===== src/rtl/fsl_regs.vh =====
`ifndef FSL_REGS_VH
`define FSL_REGS_VH

// Printed offsets of the configuration registers
`define FSL_OFF_PROT_WORD 8'h00
`define FSL_OFF_CODE_LEN 8'h07
`define FSL_OFF_BOOT_LEN 8'h08
// Own registers
`define FSL_OFF_STATUS 8'h10
`define FSL_OFF_CODE_END 8'h11
`define FSL_OFF_BOOT_END 8'h12
`define FSL_OFF_DENY_CNT 8'h13
`define FSL_OFF_LOAD 8'h14

// Unlock pattern and reset value of the protection word
`define FSL_UNLOCK_KEY 32'h5cc5c55c
`define FSL_PROT_RESET 32'h5cc5c55c
// Block size is 512 bytes, so block count shifts left by 9
`define FSL_BLOCK_SHIFT 9
`define FSL_BOOT_ALL 8'h00
// Value returned for a denied debug read
`define FSL_DENY_DATA 32'h00000000

// Memory area codes on the access request ports
`define FSL_AREA_FLASH 3'h0
`define FSL_AREA_SRAM 3'h1
`define FSL_AREA_EEPROM 3'h2
`define FSL_AREA_SIGNATURE_ROW_AREA 3'h3
`define FSL_AREA_USER_ROW_AREA 3'h4
`define FSL_AREA_FUSE 3'h5
`define FSL_AREA_LOCK 3'h6
`define FSL_AREA_REGS 3'h7

// Status register bit positions
`define FSL_ST_UNLOCKED 0
`define FSL_ST_WIPE_EE 1
`define FSL_ST_BOOT_ALL 2

`endif


===== src/rtl/fsl_top.v =====
// Functional notes
// - The code-size byte gives boot plus application length in 512-byte blocks.
// - The boot-size byte gives the boot length in 512-byte blocks.
// - A boot-size byte of zero makes the whole Flash boot region.
// - Unlocked only while the protection word equals the unlock pattern.
// - Unlocked debug port reads all areas and writes all but signature row; CPU never writes signature row, fuses or protection word.
// - Locked debug port is denied reads of all areas and writes of all areas but fuse-command writes to the user row.
// - Locked debug port may still write the user row through the fuse command but not read it back.
// - Processor rights do not depend on the lock state.
// - A denied debug read completes silently with data unrelated to contents.
// - The lock is left by a full chip wipe from the external programmer, by reset, or by a load of a protection word equal to the unlock pattern.
// - A wipe on a locked device always erases EEPROM, else the keep bit decides.
`timescale 1ns/1ps
`include "fsl_regs.vh"

module fsl_top #(
    parameter FLASH_BYTES = 65536,
    parameter ADDR_W = 17
) (
    // Clock and reset
    input wire core_clk,
    input wire rst,
    // Configuration values loaded from nonvolatile storage
    input wire cfg_load,
    input wire [31:0] cfg_prot_word,
    input wire [7:0] cfg_code_region_length,
    input wire [7:0] cfg_boot_region_length,
    input wire cfg_eeprom_keep_on_wipe,
    // Debug port writes to the protection word and chip wipe
    input wire dbg_prot_wr,
    input wire [31:0] dbg_prot_data,
    input wire dbg_full_chip_wipe,
    // Debug port memory request
    input wire dbg_req,
    input wire dbg_we,
    input wire dbg_fuse_cmd,
    input wire [2:0] dbg_area,
    input wire [31:0] dbg_mem_rdata,
    output reg dbg_grant,
    output reg [31:0] dbg_rdata,
    output reg dbg_rvalid,
    // Processor memory request
    input wire cpu_req,
    input wire cpu_we,
    input wire [2:0] cpu_area,
    output reg cpu_grant,
    // Wipe outcome
    output reg wipe_flash,
    output reg wipe_eeprom,
    // Region boundaries in bytes and lock state
    output reg [ADDR_W-1:0] boot_end,
    output reg [ADDR_W-1:0] code_end,
    output reg device_unlocked,
    // Register port
    input wire [7:0] reg_addr,
    input wire [31:0] reg_wdata,
    input wire reg_wr,
    input wire reg_rd,
    output reg [31:0] reg_rdata
);

////////////////////////////////////////////////////////////////////////
// Stored configuration

reg [31:0] protection_word;
reg [7:0] code_region_length;
reg [7:0] boot_region_length;
reg eeprom_keep_on_wipe;
reg [15:0] deny_count;

wire unlocked = (protection_word == `FSL_UNLOCK_KEY);
wire boot_all = (boot_region_length == `FSL_BOOT_ALL);
wire [ADDR_W-1:0] flash_top = FLASH_BYTES[ADDR_W-1:0];
wire [ADDR_W-1:0] code_bytes =
    {{(ADDR_W-8){1'b0}}, code_region_length} << `FSL_BLOCK_SHIFT;
wire [ADDR_W-1:0] boot_bytes =
    {{(ADDR_W-8){1'b0}}, boot_region_length} << `FSL_BLOCK_SHIFT;
// Whole Flash is boot region when the boot size is zero
wire [ADDR_W-1:0] next_boot_end = boot_all ? flash_top : boot_bytes;
wire [ADDR_W-1:0] next_code_end = boot_all ? flash_top : code_bytes;
// Software loads happen only through cfg_load or the register port load
wire sw_load = reg_wr && (reg_addr == `FSL_OFF_LOAD);

always @(posedge core_clk or posedge rst) begin
    if (rst) begin
        protection_word <= `FSL_PROT_RESET;
        code_region_length <= 8'h00;
        boot_region_length <= 8'h00;
        eeprom_keep_on_wipe <= 1'b0;
    end else begin
        if (dbg_full_chip_wipe) begin
            // A wipe restores the unlock pattern, ahead of debug writes and loads
            protection_word <= `FSL_UNLOCK_KEY;
        end else if (dbg_prot_wr && unlocked) begin
            // Any other value written locks the part
            protection_word <= dbg_prot_data;
        end else if (cfg_load || sw_load) begin
            protection_word <= cfg_prot_word;
        end
        if (cfg_load || sw_load) begin
            code_region_length <= cfg_code_region_length;
            boot_region_length <= cfg_boot_region_length;
            eeprom_keep_on_wipe <= cfg_eeprom_keep_on_wipe;
        end
    end
end

////////////////////////////////////////////////////////////////////////
// Access decision

reg dbg_ok;
reg cpu_ok;

always @* begin
    dbg_ok = 1'b0;
    if (unlocked) begin
        // Signature row is read-only from the debug port
        dbg_ok = !(dbg_we && dbg_area == `FSL_AREA_SIGNATURE_ROW_AREA);
    end else begin
        // Only user-row writes through the fuse command survive the lock
        dbg_ok = dbg_we && dbg_fuse_cmd &&
            (dbg_area == `FSL_AREA_USER_ROW_AREA);
    end
end

always @* begin
    // Lock state does not enter here
    cpu_ok = 1'b1;
    if (cpu_we && (cpu_area == `FSL_AREA_SIGNATURE_ROW_AREA ||
        cpu_area == `FSL_AREA_FUSE || cpu_area == `FSL_AREA_LOCK)) begin
        cpu_ok = 1'b0;
    end
end

always @(posedge core_clk or posedge rst) begin
    if (rst) begin
        dbg_grant <= 1'b0;
        dbg_rdata <= 32'h00000000;
        dbg_rvalid <= 1'b0;
        cpu_grant <= 1'b0;
        deny_count <= 16'h0000;
    end else begin
        dbg_grant <= dbg_req && dbg_ok;
        cpu_grant <= cpu_req && cpu_ok;
        // Denied reads still complete, so a probe learns nothing
        dbg_rvalid <= dbg_req && !dbg_we;
        if (dbg_req && !dbg_we) begin
            dbg_rdata <= dbg_ok ? dbg_mem_rdata : `FSL_DENY_DATA;
        end
        if (dbg_req && !dbg_ok && deny_count != 16'hffff) begin
            deny_count <= deny_count + 16'h0001;
        end
    end
end

////////////////////////////////////////////////////////////////////////
// Wipe and exported state

always @(posedge core_clk or posedge rst) begin
    if (rst) begin
        wipe_flash <= 1'b0;
        wipe_eeprom <= 1'b0;
        boot_end <= {ADDR_W{1'b0}};
        code_end <= {ADDR_W{1'b0}};
        device_unlocked <= 1'b1;
    end else begin
        wipe_flash <= dbg_full_chip_wipe;
        // Locked parts lose EEPROM regardless of the keep bit
        wipe_eeprom <= dbg_full_chip_wipe &&
            (!unlocked || !eeprom_keep_on_wipe);
        boot_end <= next_boot_end;
        code_end <= next_code_end;
        device_unlocked <= unlocked;
    end
end

////////////////////////////////////////////////////////////////////////
// Register port

always @(posedge core_clk or posedge rst) begin
    if (rst) begin
        reg_rdata <= 32'h00000000;
    end else if (reg_rd) begin
        case (reg_addr)
            `FSL_OFF_PROT_WORD: reg_rdata <= protection_word;
            `FSL_OFF_CODE_LEN: reg_rdata <= {24'h000000, code_region_length};
            `FSL_OFF_BOOT_LEN: reg_rdata <= {24'h000000, boot_region_length};
            `FSL_OFF_STATUS: begin
                reg_rdata <= {29'h00000000, boot_all,
                    !(unlocked && eeprom_keep_on_wipe), unlocked};
            end
            `FSL_OFF_CODE_END: begin
                reg_rdata <= {{(32-ADDR_W){1'b0}}, next_code_end};
            end
            `FSL_OFF_BOOT_END: begin
                reg_rdata <= {{(32-ADDR_W){1'b0}}, next_boot_end};
            end
            `FSL_OFF_DENY_CNT: reg_rdata <= {16'h0000, deny_count};
            default: reg_rdata <= 32'h00000000;
        endcase
    end else begin
        reg_rdata <= 32'h00000000;
    end
end

endmodule // fsl_top


===== config.mk =====
export PLATFORM = sky130hd
export DESIGN_NAME = fsl_top
export DESIGN_NICKNAME = d
export VERILOG_FILES = /design/src/rtl/fsl_top.v
export VERILOG_INCLUDE_DIRS = /design/src /design/src/rtl
export SDC_FILE = /design/constraint.sdc
export NUM_CORES = 1
export LEC_CHECK = 0
export BUFFER_PORTS_ARGS = -buffer_cell sky130_fd_sc_hd__buf_4
export CAP_MARGIN = 15
export CORE_UTILIZATION = 45
export CTS_CLUSTER_SIZE = 14
export DETAILED_ROUTE_END_ITERATION = 12
export PLACE_DENSITY = 0.83
export SYNTH_ARGS = -nofsm -noshare
export SYNTH_HDL_FRONTEND = slang
export SYNTH_SLANG_ARGS = --single-unit

===== constraint.sdc =====
create_clock -name core_clk -period 7.2 [get_ports core_clk]
set_input_delay 1.08 -clock core_clk [delete_from_list [all_inputs] [get_ports core_clk]]
set_output_delay 1.08 -clock core_clk [all_outputs]
set_load 0.01 [all_outputs]

# Word level (Yosys, flattened, before mapping)
# Index checks and enable logic that the tools add are counted.
dict set report word_totals {
  inputBits 171
  out_inout_bits 104
  ff_bits 169
  wordCells 66
}
dict set report classes {
  n_reduce_logical 26
  n_addsub 1
  mux 10
  eq_ne 14
}
# op n
set op_table {}
lappend op_table {{32-bit case mux with 7 select lines} 1}
lappend op_table {{32-bit two-way mux} 5}
lappend op_table {{8-bit by 5-bit equality test with 1-bit output, second input constant} 5}
lappend op_table {{17-bit two-way mux} 2}
lappend op_table {{32-bit by 31-bit equality test with 1-bit output, second input constant} 1}
lappend op_table {{16-bit by 1-bit adder with 16-bit output, second input constant} 1}
lappend op_table {{8-bit zero test} 2}
lappend op_table {{16-bit inequality test, second input constant} 1}
lappend op_table {{1-bit logical AND} 13}
lappend op_table {{3-bit equality test, second input constant} 3}
lappend op_table {{8-bit by 3-bit equality test with 1-bit output, second input constant} 1}
lappend op_table {{8-bit by 4-bit equality test with 1-bit output, second input constant} 1}
lappend op_table {{3-bit by 2-bit equality test with 1-bit output, second input constant} 2}
lappend op_table {{1-bit zero test} 6}
lappend op_table {{1-bit logical OR} 4}
lappend op_table {{3-bit nonzero test} 1}
lappend op_table {{1-bit two-way mux} 2}

# Depth between registers and ports, before layout
# Gate-level depths: netlist of the first run.
dict set report depth {
  depth_word 7
  depth_mapped 9
}

# Least setup slack after synthesis of the first run
# OpenSTA, ideal clock, no wires.
dict set report synth_path {
  path_kind {input to register}
  from {input reg_addr[3]}
  to {register protection_word[10]}
  arrival_time_ps 2478
  stages 9
  path_buffers 4
  required_time_ps 7118
  setup_time_ps 82
  setup_slack_ps 4640
  path_cell_list {buf_6 nor4_4 and2_4 a41oi_2 buf_6 buf_6 buf_6 a211oi_2 o21bai_1}
}
dict set report synth_between {
  elab_chain_len 4
}
# element line
set synth_lines {}
lappend synth_lines {{from (decl)} fsl_top.v:55} ;# input wire [7:0] reg_addr,
lappend synth_lines {{8-bit by 5-bit equality test with 1-bit output (no line)} n/a}
lappend synth_lines {{1-bit logical AND} fsl_top.v:82} ;# wire sw_load = reg_wr && (reg_addr == `FSL_OFF_LOAD);
lappend synth_lines {{1-bit logical OR} fsl_top.v:97} ;# end else if (cfg_load || sw_load) begin
lappend synth_lines {{3-bit nonzero test (no line)} n/a}
lappend synth_lines {{to (signal assigned)} fsl_top.v:86} ;# protection_word <= `FSL_PROT_RESET;
lappend synth_lines {{to (signal assigned)} fsl_top.v:96} ;# protection_word <= dbg_prot_data;
lappend synth_lines {{to (signal assigned)} fsl_top.v:98} ;# protection_word <= cfg_prot_word;
lappend synth_lines {{to (decl)} fsl_top.v:65} ;# reg [31:0] protection_word;
# No other way between the ends.
# A chain may end at the register's enable or synchronous reset.

# Worst setup path after layout of the first run
dict set report layout_path {
  from {register protection_word[28]}
  to {register protection_word[9]}
}
dict set report layout_between {
  elab_chain_len 4
}
# element line
set layout_lines {}
lappend layout_lines {{from (signal assigned)} fsl_top.v:86}
lappend layout_lines {{from (signal assigned)} fsl_top.v:93} ;# protection_word <= `FSL_UNLOCK_KEY;
lappend layout_lines {{from (signal assigned)} fsl_top.v:96}
lappend layout_lines {{32-bit by 31-bit equality test with 1-bit output (no line) (*)} n/a}
lappend layout_lines {{net unlocked} fsl_top.v:71} ;# wire unlocked = (protection_word == `FSL_UNLOCK_KEY);
lappend layout_lines {{1-bit logical AND (*)} fsl_top.v:94} ;# end else if (dbg_prot_wr && unlocked) begin
lappend layout_lines {{32-bit two-way mux} fsl_top.v:94}
lappend layout_lines {{32-bit two-way mux} fsl_top.v:91} ;# if (dbg_full_chip_wipe) begin
# Mark *: on every way through the listed nets, which the timed path passes. The rest lies on a longest branch.

==> impl_metrics.py, run 1 <==
metrics = {
    "sta": {
        "finalMaxSlewViolations": 0,
        "max_slew_margin": 0.3872,
        "finalHoldViolCount": 0,
        "finalSetupViolations": 0,
        "rsz0062_at_grt": "false",
        "min_period_ns": 3.012,
        "fin_ws_ns": 4.188,
        "clock.fmax_ghz": 0.3320,
        "worst_pin_slew_ns": 0.9191,
        "fin_crit_sh": 0.4184,
        "fin_tns_setup_ns": 0,
        "fin_worst_skew_ns": 0.009046,
    },
    "yosys": {
        "synth_top_area_share": 0.5018,
        "synth_edf_count": 0,
        "synth_seq_cells": 151,
        "synth.area.top_cells": "dfrtp_1 (50%), dfstp_2 (6.7%), a22o_1 (4.2%)",
        "synth_commonest_cells": "dfrtp_1 (134), nor2_1 (42), a22o_1 (32), nand2_1 (30), clkbuf_1 (24)",
        "seq_area_frac_synth": 0.5686,
        "async_reset_ff_frac": 1.000,
        "syn_area_um2": 6683,
        "yosysWarningCount": 0,
        "yosysMostFrequentCell": "dfrtp_1",
        "synth_top_cell_by_area": "dfrtp_1",
        "avgSynthCellArea_um2": 11.79,
        "synth_ff_type": "dfrtp_1",
        "synth_cells": 567,
        "ys_types": 53,
    },
    "place": {
        "hpwlAfterDp_um": 12950,
        "port_buffers": 224,
        "gp_congestion": 0.8844,
        "dp_cells": 936,
        "pre_cts_ws_ns": 4.132,
    },
    "clocking": {
        "cts_root_buf": "clkbuf_16",
        "cts.sinks": 151,
        "tritoncts": "built",
        "cts_made_buffers": 17,
        "holdBufCountCts": 0,
        "insertion_delay_ns": 0.42,
        "cts-resized-gates": 0,
        "h-tree-depth": 4,
        "clkTransAtPathRegs_ns": 0.06,
        "cts_setup_buffers": 0,
        "clock_path_buffers": 2,
    },
    "die": {
        "dieHeight_um": 123.9,
        "ios": 275,
        "core_um2": 14530,
        "fp.dieArea_um2": 15340,
        "fp-row-count": 44,
        "die_w_um": 123.9,
        "initial_core_util": 0.4598,
    },
    "grt": {
        "grt_util_met1": 0.3019,
        "groute.layer.met3.usage": 0.04899,
        "antenna_found_initial": 0,
        "grtUsageMet2": 0.3792,
        "grt_pass1_vias": 4960,
        "track_usage": 0.2341,
        "grt_pass1_wl_um": 26350,
        "grt-ovfl-total": 0,
        "grt-busiest-layer": "met2",
        "grt_max_degree": 91,
    },
    "pwr": {
        "p_int_mw": 1.569,
        "p_seq_frac": 0.465,
        "ir_drop_mv": 0.1556,
        "power.density_nw_per_um2": 231.6,
        "power.leakage_nw": 4.349,
        "pwr-share-comb": 0.107,
        "power_switching_uw": 510.5,
        "pwr-share-clk": 0.428,
        "sw_frac_of_total": 0.2456,
    },
    "route": {
        "wire_per_inst_um": 18.85,
        "drc_errors": 0,
        "via_per_inst": 5.499,
        "drtPass1Iterations": 5,
        "wl_um": 18260,
        "num_vias": 5329,
        "ant_nets": 0,
        "drt_iter0_markers": 346,
    },
    "layout": {
        "drive_above_1_share": 0.4051,
        "instances_no_fill": 969,
        "nNetsFinal": 944,
        "fillers": 1184,
        "diodes": 0,
        "area_growth_pct": 34.36,
    },
    "setup_path": {
        "crit_required_ns": 7.52,
        "rr_worst_depth": 6,
        "startpoint_type": "flop",
        "r2r_slack_ns": 4.19,
        "cp_max_fo": 27,
        "critPathArrivalTime_ns": 3.33,
        "r2r_start": "protection_word[28]$_DFFE_PP1P_",
        "path_delay_family": "simple AND/OR/NAND/NOR gates",
        "critPathKind": "flop to flop",
        "r2r-end": "protection_word[9]$_DFFE_PP0P_",
        "cp-startpoint": "protection_word[28]$_DFFE_PP1P_",
        "endpoint_kind": "flop",
        "crit_slowest_cell": "dfstp_2",
        "cp_num_buf_inv": 1,
        "cp_slowest_stage_delay_ns": 0.55,
        "cp_cell_sequence": "nor4bb_1 > nand4_1 > nor2_2 > nand2_1 > buf_4 > a211oi_1",
    },
    "job": {
        "drv_cap": 0,
    },
    "hold_path": {
        "hp-class": "flop to flop",
        "whs_endpoint": "deny_count[7]$_DFFE_PP0P_",
        "hp-start": "deny_count[7]$_DFFE_PP0P_",
        "holdPathStages": 1,
    },
    "outcome": {
        "status": "complete, no violations",
    },
}
[placed cells by master (no fill, tap or decap), drive strengths merged, types with 9 or more instances in the layout]
cell	Yosys	final
clkbuf	24	22
buf	37	230
mux2i	16	16
nand2	30	30
a22oi	21	21
and2	11	11
o21bai	16	16
conb	1	18
xor2	9	9
a22o	32	32
mux2	18	18
nor2	44	44
a211oi	32	32
nor2b	16	16
and3	18	18
dfrtp	134	134
dfstp	17	17
[power groups by stage]
stage / clock, mW / combinational (mW) / sequential (mW)
6_report: 0.890 / 0.222 / 0.968
3_3_place_gp: 0 / 0.217 / 0.980
3_5_place_dp: 0 / 0.222 / 0.980
2_1_floorplan: 0 / 0.122 / 0.967
5_1_grt: 0.941 / 0.244 / 0.975
4_1_cts: 0.903 / 0.224 / 0.966
[worst max-delay path by stage]
stage	to	depth (start not counted)
floorplan	boot_end[10]$_DFF_PP0_	1
global placement	dbg_rdata[14]$_DFFE_PP0P_	6
detailed placement	dbg_rdata[2]$_DFFE_PP0P_	6
CTS	dbg_rdata[2]$_DFFE_PP0P_	6
global route	protection_word[9]$_DFFE_PP0P_	6
finish	protection_word[9]$_DFFE_PP0P_	6
[metal layers]
metal  share of wire  vias to the layer above
met5               0                        -
met4           0.030                        0
li1                -                     2426
met1            0.41                     2584
met2            0.48                      280
met3           0.078                       39
[flip-flops by register name, indices dropped and copies added (netlist names), 8 cells and up]
register / cells
deny_count: 16
boot_end: 8
dbg_rdata: 32
reg_rdata: 32
protection_word: 32
code_region_length: 8
boot_region_length: 8
code_end: 8
[layout make-up]
cell class	instances	area, um^2	area share
Clock inverter	10	118.9	0.01324
Inverter	4	20.02	0.002230
Tap cell	184	230.2	0.02564
Clock buffer	22	474.2	0.05281
Multi-Input combinational cell	368	2601	0.2897
Sequential cell	151	3800	0.4232
Timing Repair Buffer	230	1734	0.1931
[worst reg2reg max path: cells and delay by family, from the launching register on]
| family | cells | cell delay, ns |
|---|---|---|
| and+or+nand+nor | 4 | 1.66 |
| AOI/OAI and AO/OA | 1 | 0.27 |
| DFF | 1 | 0.55 |
| buffers and inverters | 1 | 0.42 |
[metrics by stage]
stage	utilization	cell area [um^2]	power [mW]	hold WS (ns)
after global placement	0.5759	8371	1.197	0.4637
after floorplan	-	6746	1.088	0.4569
after global routing	0.6178	8979	2.159	0.5140
after CTS	0.6167	8964	2.094	0.4900
after detailed placement	0.5759	8371	1.202	0.4747
final	0.6178	8979	2.079	0.4908
[kinds of logic (layout without fill, tap and decap cells)]
kind of cell    count (synthesis)  after routing  share of synthesized area
fa+ha+maj                       1              1                   0.001872
compound gates                129            129                     0.1545
mux                            34             34                    0.05430
other cells                     1             18                  0.0005612
flops                         151            151                     0.5686
buf+inv                        65            266                    0.05448
xor+xnor                       16             16                    0.02097
simple gates                  170            170                     0.1447
(Power assumes the default switching activity.)
==> run 2, diff against run 1 <==
--- a/config.mk
+++ b/config.mk
@@ -6,12 +6,13 @@
 export SDC_FILE = /design/constraint.sdc
 export NUM_CORES = 1
 export LEC_CHECK = 0
+export ABC_AREA = 1
 export BUFFER_PORTS_ARGS = -buffer_cell sky130_fd_sc_hd__buf_4
 export CAP_MARGIN = 15
 export CORE_UTILIZATION = 45
 export CTS_CLUSTER_SIZE = 14
 export DETAILED_ROUTE_END_ITERATION = 12
-export PLACE_DENSITY = 0.83
+export PLACE_DENSITY = 0.84
 export SYNTH_ARGS = -nofsm -noshare
 export SYNTH_HDL_FRONTEND = slang
 export SYNTH_SLANG_ARGS = --single-unit
==> constraint.sdc (replaced) <==
create_clock -name core_clk -period 2.5 [get_ports core_clk]
set_input_delay 0.375 -clock core_clk [delete_from_list [all_inputs] [get_ports core_clk]]
set_output_delay 0.375 -clock core_clk [all_outputs]
set_load 0.01 [all_outputs]
==> run 2 against run 1 <==
  * Count of clock-buffer cells in the layout is 4 lower
  * Sequential share of layout area is 3.5 points lower
  * Register-to-register slack worse by 3.7 ns
  * Via count up 31%
  * Global-route usage increased by 0.056 points
  * Largest power group unchanged
  * Total power rose to 2.8 times the previous value
  * Sequential cell count unchanged
  * Die area rose by 12%
  * Worst hold slack got worse by 0.41 ns
  * First-iteration DRC count up 56%
  * Non-clock buffer count rose by 9
==> impl_metrics.py, run 2 <==
metrics = {
    "layout": {
        "reg.largest.list": "dbg_rdata: 32 flops, protection_word: 32 flops, reg_rdata: 32 flops",
        "final_cell_mix": "nand2_1 (306), buf_4 (237), dfrtp_1 (134)",
        "area_growth_pct": 30.98,
        "instances_no_fill": 1382,
        "drive_above_1_share": 0.2822,
        "nNetsFinal": 1325,
        "final_common_cell": "nand2_1",
        "diodes": 0,
        "utilization": 0.6092,
        "fin_area_um2": 9782,
    },
    "route": {
        "drtPass1Iterations": 6,
        "num_vias": 6997,
        "drt_iter0_markers": 541,
        "via_per_inst": 5.063,
        "wire_per_inst_um": 14.21,
        "ant_nets": 0,
        "drc_errors": 0,
        "wl_um": 19630,
    },
    "clocking": {
        "insertion_delay_ns": 0.42,
        "tritoncts": "built",
        "cts-resized-gates": 0,
        "clock_path_buffers": 2,
        "h-tree-depth": 4,
        "cts.sinks": 151,
        "cts_setup_buffers": 0,
        "clkTransAtPathRegs_ns": 0.06,
        "cts_root_buf": "clkbuf_16",
        "holdBufCountCts": 1,
        "cts_made_buffers": 17,
    },
    "place": {
        "gp_congestion": 0.8847,
        "port_buffers": 224,
        "hpwlAfterDp_um": 14090,
        "pre_cts_ws_ns": 0.5033,
        "postPlaceCellArea_um2": 9205,
        "dp_cells": 1349,
    },
    "pwr": {
        "total_power_mw": 5.876,
        "power.density_nw_per_um2": 600.7,
        "power.leakage_nw": 4.967,
        "ir_drop_mv": 0.4899,
    },
    "die": {
        "initial_core_util": 0.4651,
        "ios": 275,
        "fp-row-count": 46,
        "dieHeight_um": 130.8,
        "die_w_um": 130.8,
        "core_um2": 16060,
        "fp.dieArea_um2": 17120,
    },
    "yosys": {
        "yosysMostFrequentCell": "nand2_1",
        "synth_edf_count": 0,
        "synth_ff_type": "dfrtp_1",
        "synth_top_family_by_area": "simple AND/OR/NAND/NOR gates",
        "yosysWarningCount": 0,
        "synth.area.top_cells": "dfrtp_1 (45%), nand2_1 (15%), dfstp_2 (6.0%)",
        "yosys.area_share.xor_xnor": 0.004691,
        "synth-compound-area-share": 0.05663,
        "async_reset_ff_frac": 1.000,
        "synth.area.mux_share": 0,
        "syn_area_um2": 7468,
        "synth_cells": 946,
        "synth_seq_cells": 151,
        "ys_types": 37,
        "avgSynthCellArea_um2": 7.895,
        "synth_top_cell_by_area": "dfrtp_1",
        "synth_top_area_share": 0.4490,
        "synthSimpleGateAreaFrac": 0.3352,
        "synthAdderAreaFrac": 0.001675,
        "seq_area_frac_synth": 0.5088,
        "synth_commonest_cells": "nand2_1 (306), dfrtp_1 (134), nor2_1 (114), inv_1 (69), nand3_1 (58)",
    },
    "grt": {
        "antenna_found_initial": 0,
        "track_usage": 0.2347,
        "grt_pass1_wl_um": 30980,
        "grt_max_degree": 119,
        "grt-ovfl-total": 0,
        "grt_pass1_vias": 6395,
    },
    "sta": {
        "clock.fmax_ghz": 0.4893,
        "max_slew_margin": 0.5773,
        "fin_ws_ns": 0.4563,
        "finalSetupViolations": 0,
        "worst_pin_slew_ns": 0.6341,
        "rsz0062_at_grt": "false",
        "fin_crit_sh": 0.8175,
        "worst_hold_slack_ns": 0.08132,
        "finalHoldViolCount": 0,
        "min_period_ns": 2.044,
        "fin_tns_setup_ns": 0,
        "finalMaxSlewViolations": 0,
        "fin_worst_skew_ns": 0.004779,
    },
    "setup_path": {
        "endpoint_kind": "flop",
        "cp-startpoint": "protection_word[14]$_DFFE_PP1P_",
        "critPathKind": "flop to flop",
        "r2r_start": "protection_word[14]$_DFFE_PP1P_",
        "startpoint_type": "flop",
        "cp_cell_sequence": "nand2_1 > nor2_1 > nand2_1 > nor2_2 > nand3_4 > buf_4 > nand3_4 > nor2_1 > nor2_1",
        "crit_slowest_cell": "dfstp_2",
        "critPathArrivalTime_ns": 2.39,
        "cp_slowest_stage_delay_ns": 0.59,
        "rr_worst_depth": 9,
        "crit_required_ns": 2.85,
        "critical-path-top-cell-by-count": "nor2_1",
        "cp_max_fo": 40,
    },
    "hold_path": {
        "hp-class": "input pin to flop",
        "hp-start": "dbg_full_chip_wipe",
        "holdPathStages": 1,
    },
    "outcome": {
        "status": "complete, no violations",
    },
    "job": {
        "drv_cap": 0,
    },
}
-- run 2: cells by family after synthesis --
| family | count (synthesis) |
|---|---|
| buffers and inverters | 144 |
| XOR/XNOR | 4 |
| AND/OR/NAND/NOR | 568 |
| other | 1 |
| adder cells (fa/ha/maj) | 1 |
| flip-flops | 151 |
| AO/OA/AOI/OAI | 77 |
-- run 2: final cells by class --
type                    count  area, um^2
flip-flops and latches    151        3800
inverters                  76       291.5
multi-input cells         668        3044
clock buffers              18       439.2
repair buffers            239        1809
well taps                 216       270.3
fillers                  1400        6276
clock inverters            14       127.6
-- run 2: critical path, delay by kind of cell (launching register included) --
kind	cells	cell delay [ns]
flops	1	0.59
simple gates	8	1.06
buf+inv	1	0.32
-- run 2: per-layer routing --
metal / track usage / vias up / wire length [um]
met5: 0 / - / 0
met4: 0.08316 / 0 / 432
met3: 0.05619 / 36 / 1315
met2: 0.3984 / 298 / 9805
met1: 0.2920 / 3285 / 8080
li1: - / 3378 / -
-- run 2: path summary, 6_finish.rpt --
kind	end	slack (ns)
max	protection_word[23]$_DFFE_PP1P_	0.46
min	wipe_flash$_DFF_PP0_	0.08
max reg2reg	protection_word[23]$_DFFE_PP1P_	0.46
min reg2reg	boot_end[11]$_DFF_PP0_	0.43
max in group asynchronous	dbg_rdata[31]$_DFFE_PP0P_	1.21
min in group asynchronous	boot_end[15]$_DFF_PP0_	0.44
-- run 2: report_power, final --
group	internal (mW)	leakage (nW)	switching, mW
combinational	0.329	2.73	0.410
sequential	2.59	1.96	0.109
clock	1.40	0.269	1.04
total	4.31	4.97	1.56
==> run 3, diff against run 2 <==
==> constraint.sdc (replaced) <==
create_clock -name core_clk -period 1.79 [get_ports core_clk]
set_input_delay 0.2685 -clock core_clk [delete_from_list [all_inputs] [get_ports core_clk]]
set_output_delay 0.2685 -clock core_clk [all_outputs]
set_load 0.01 [all_outputs]
==> run 3 against run 2 <==
  * The run now ends with negative setup slack left
  * Wire length up 9.2%
  * Sequential power up 40%
  * Critical path depth up 2
  * Design area up 7.0%
  * Via count up 3.5%
  * Non-clock buffer count up 35
  * Register-to-register slack worse by 0.47 ns
  * Combinational power up 58%
  * Worst setup slack worse by 0.47 ns
==> impl_metrics.py, run 3 (synthesis results as in run 2) <==
metrics = {
    "layout": {
        "reg.largest.list": "dbg_rdata: 32 flops, protection_word: 32 flops, reg_rdata: 32 flops",
        "final_cell_mix": "nand2_1 (292), buf_4 (254), dfrtp_1 (134)",
        "area_growth_pct": 40.14,
        "final_common_cell": "nand2_1",
        "diodes": 0,
        "drive_above_1_share": 0.3228,
        "fin_area_um2": 10470,
        "nNetsFinal": 1361,
    },
    "die": {
        "fp.dieArea_um2": 17120,
        "dieHeight_um": 130.8,
        "initial_core_util": 0.4651,
        "core_um2": 16060,
        "fp-row-count": 46,
        "ios": 275,
        "die_w_um": 130.8,
    },
    "setup_path": {
        "startpoint_type": "flop",
        "rr_worst_depth": 11,
        "critPathKind": "flop to flop",
        "endpoint_kind": "flop",
        "cp-startpoint": "protection_word[16]$_DFFE_PP1P_",
        "crit_required_ns": 2.15,
        "r2r_slack_ns": -0.02,
        "cp_max_fo": 9,
        "r2r_start": "protection_word[16]$_DFFE_PP1P_",
        "r2r-end": "protection_word[22]$_DFFE_PP1P_",
        "cp-endpoint": "protection_word[22]$_DFFE_PP1P_",
        "critPathArrivalTime_ns": 2.16,
    },
    "grt": {
        "grt-ovfl-total": 0,
        "grt_max_degree": 45,
        "grt_pass1_wl_um": 31670,
        "grt_pass1_vias": 6503,
        "track_usage": 0.2417,
        "antenna_found_initial": 0,
    },
    "clocking": {
        "h-tree-depth": 4,
        "tritoncts": "built",
        "clock_path_buffers": 2,
        "cts_root_buf": "clkbuf_16",
        "cts.sinks": 151,
        "cts_made_buffers": 17,
        "clkTransAtPathRegs_ns": 0.06,
        "insertion_delay_ns": 0.43,
    },
    "job": {
        "drv_cap": 0,
    },
    "pwr": {
        "pwr-share-comb": 0.132,
        "power_switching_mw": 2.266,
        "pwr-share-clk": 0.442,
        "p_int_mw": 6.558,
        "sw_frac_of_total": 0.2568,
        "power.leakage_nw": 5.270,
        "ir_drop_mv": 0.7033,
        "power.density_nw_per_um2": 843.0,
        "p_seq_frac": 0.426,
    },
    "hold_path": {
        "hp-class": "input pin to flop",
        "holdPathStages": 3,
    },
    "sta": {
        "finalMaxSlewViolations": 0,
        "fin_worst_skew_ns": 0.008005,
        "min_period_ns": 1.806,
        "fin_crit_sh": 1.009,
        "clock.fmax_ghz": 0.5537,
        "finalHoldViolCount": 0,
        "rsz0062_at_grt": "true",
        "fin_ws_ns": -0.01590,
        "worst_pin_slew_ns": 0.9707,
        "fin_tns_setup_ns": -0.05704,
        "finalSetupViolations": 4,
        "max_slew_margin": 0.3522,
    },
    "place": {
        "gp_congestion": 0.8614,
        "port_buffers": 224,
        "hpwlAfterDp_um": 14780,
        "postPlaceCellArea_um2": 9488,
    },
    "route": {
        "via_per_inst": 5.106,
        "drtPass1Iterations": 6,
        "drt_iter0_markers": 557,
        "drc_errors": 0,
        "wl_um": 21450,
        "num_vias": 7241,
        "wire_per_inst_um": 15.13,
        "ant_nets": 0,
    },
    "outcome": {
        "status": "complete, but fails checks",
        "violations": "negative setup slack",
    },
}
==> run 3: cell count changes in the layout (fill, tap and decap cells not counted), moves of 3 or more <==
cell and change:
nor2_1 -5, buf_6 +3, nor2_4 +5, clkbuf_16 +5, buf_4 +17, nand2_1 -14
nand2_2 +13, bufinv_16 +3, buf_12 +9
==> run 3: stage by stage <==
| stage | utilization | power [mW] | worst slack [ns] | hold WS [ns] | instances |
|---|---|---|---|---|---|
| 6_report | 0.6518 | 8.824 | -0.01590 | 0.04794 | 1418 |
| 5_1_grt | 0.6518 | 9.144 | -0.09320 | 0.04660 | 1418 |
| 4_1_cts | 0.6330 | 8.812 | 0.005146 | 0.03946 | 1409 |
| 3_5_place_dp | 0.5909 | 4.896 | -0.05285 | 0.3411 | 1375 |
| 3_3_place_gp | 0.5909 | 4.860 | -0.008999 | 0.3448 | 1375 |
| 2_1_floorplan | - | 4.392 | -0.3676 | 0.2999 | 963 |
==> run 3: how the worst min path moves through the flow <==
stage | from | end | slack (ns)
floorplan | dbg_full_chip_wipe | wipe_flash$_DFF_PP0_ | 0.30
global route | cfg_boot_region_length[3] | boot_region_length[3]$_DFFE_PP0P_ | 0.05
finish | cfg_code_region_length[2] | code_region_length[2]$_DFFE_PP0P_ | 0.05
detailed placement | rst | code_end[14]$_DFF_PP0_ | 0.34
global placement | rst | code_end[14]$_DFF_PP0_ | 0.34
CTS | cfg_code_region_length[2] | code_region_length[2]$_DFFE_PP0P_ | 0.04
==> run 3: power groups by stage <==
stage	Combinational, mW	Clock [mW]	Sequential (mW)
2_1_floorplan	0.589	0	3.80
6_report	1.17	3.90	3.76
3_3_place_gp	1.06	0	3.80
3_5_place_dp	1.09	0	3.81
5_1_grt	1.28	4.09	3.78
4_1_cts	1.11	3.95	3.75
==> run 3: layer usage <==
layer / track usage / vias up / wire (um)
met5: 0 / - / 0
met4: 0.1095 / 0 / 674
met3: 0.05212 / 63 / 1451
met2: 0.4065 / 346 / 10780
met1: 0.2982 / 3366 / 8547
li1: - / 3466 / -
==> run 3: critical path, stage by stage, from the launching register on <==
cell	delay, ns
dfstp_2	0.54
buf_4	0.13
nand3_1	0.11
nor2_1	0.12
nand2_1	0.09
nor2_4	0.13
buf_12	0.14
buf_6	0.13
nand3_1	0.06
nand2_1	0.11
nor2_4	0.05
nor2_1	0.11
==> run 3: cell type report <==
| class | count | area [um^2] |
|---|---|---|
| fillers | 1248 | 5592 |
| flip-flops and latches | 151 | 3800 |
| well taps | 216 | 270.3 |
| repair buffers | 274 | 2286 |
| multi-input cells | 669 | 3168 |
| clock buffers | 19 | 452.9 |
| inverters | 76 | 296.5 |
| clock inverters | 13 | 192.7 |
==> run 3: timing repair <==
item,4_1_cts,5_1_grt
buffers inserted,0,3
endpoints found under the hold margin,16,0
hold buffers,2,0
gates resized for setup,3,38
gates cloned,0,6
pin swaps,0,16
endpoints found under the setup margin,28,79
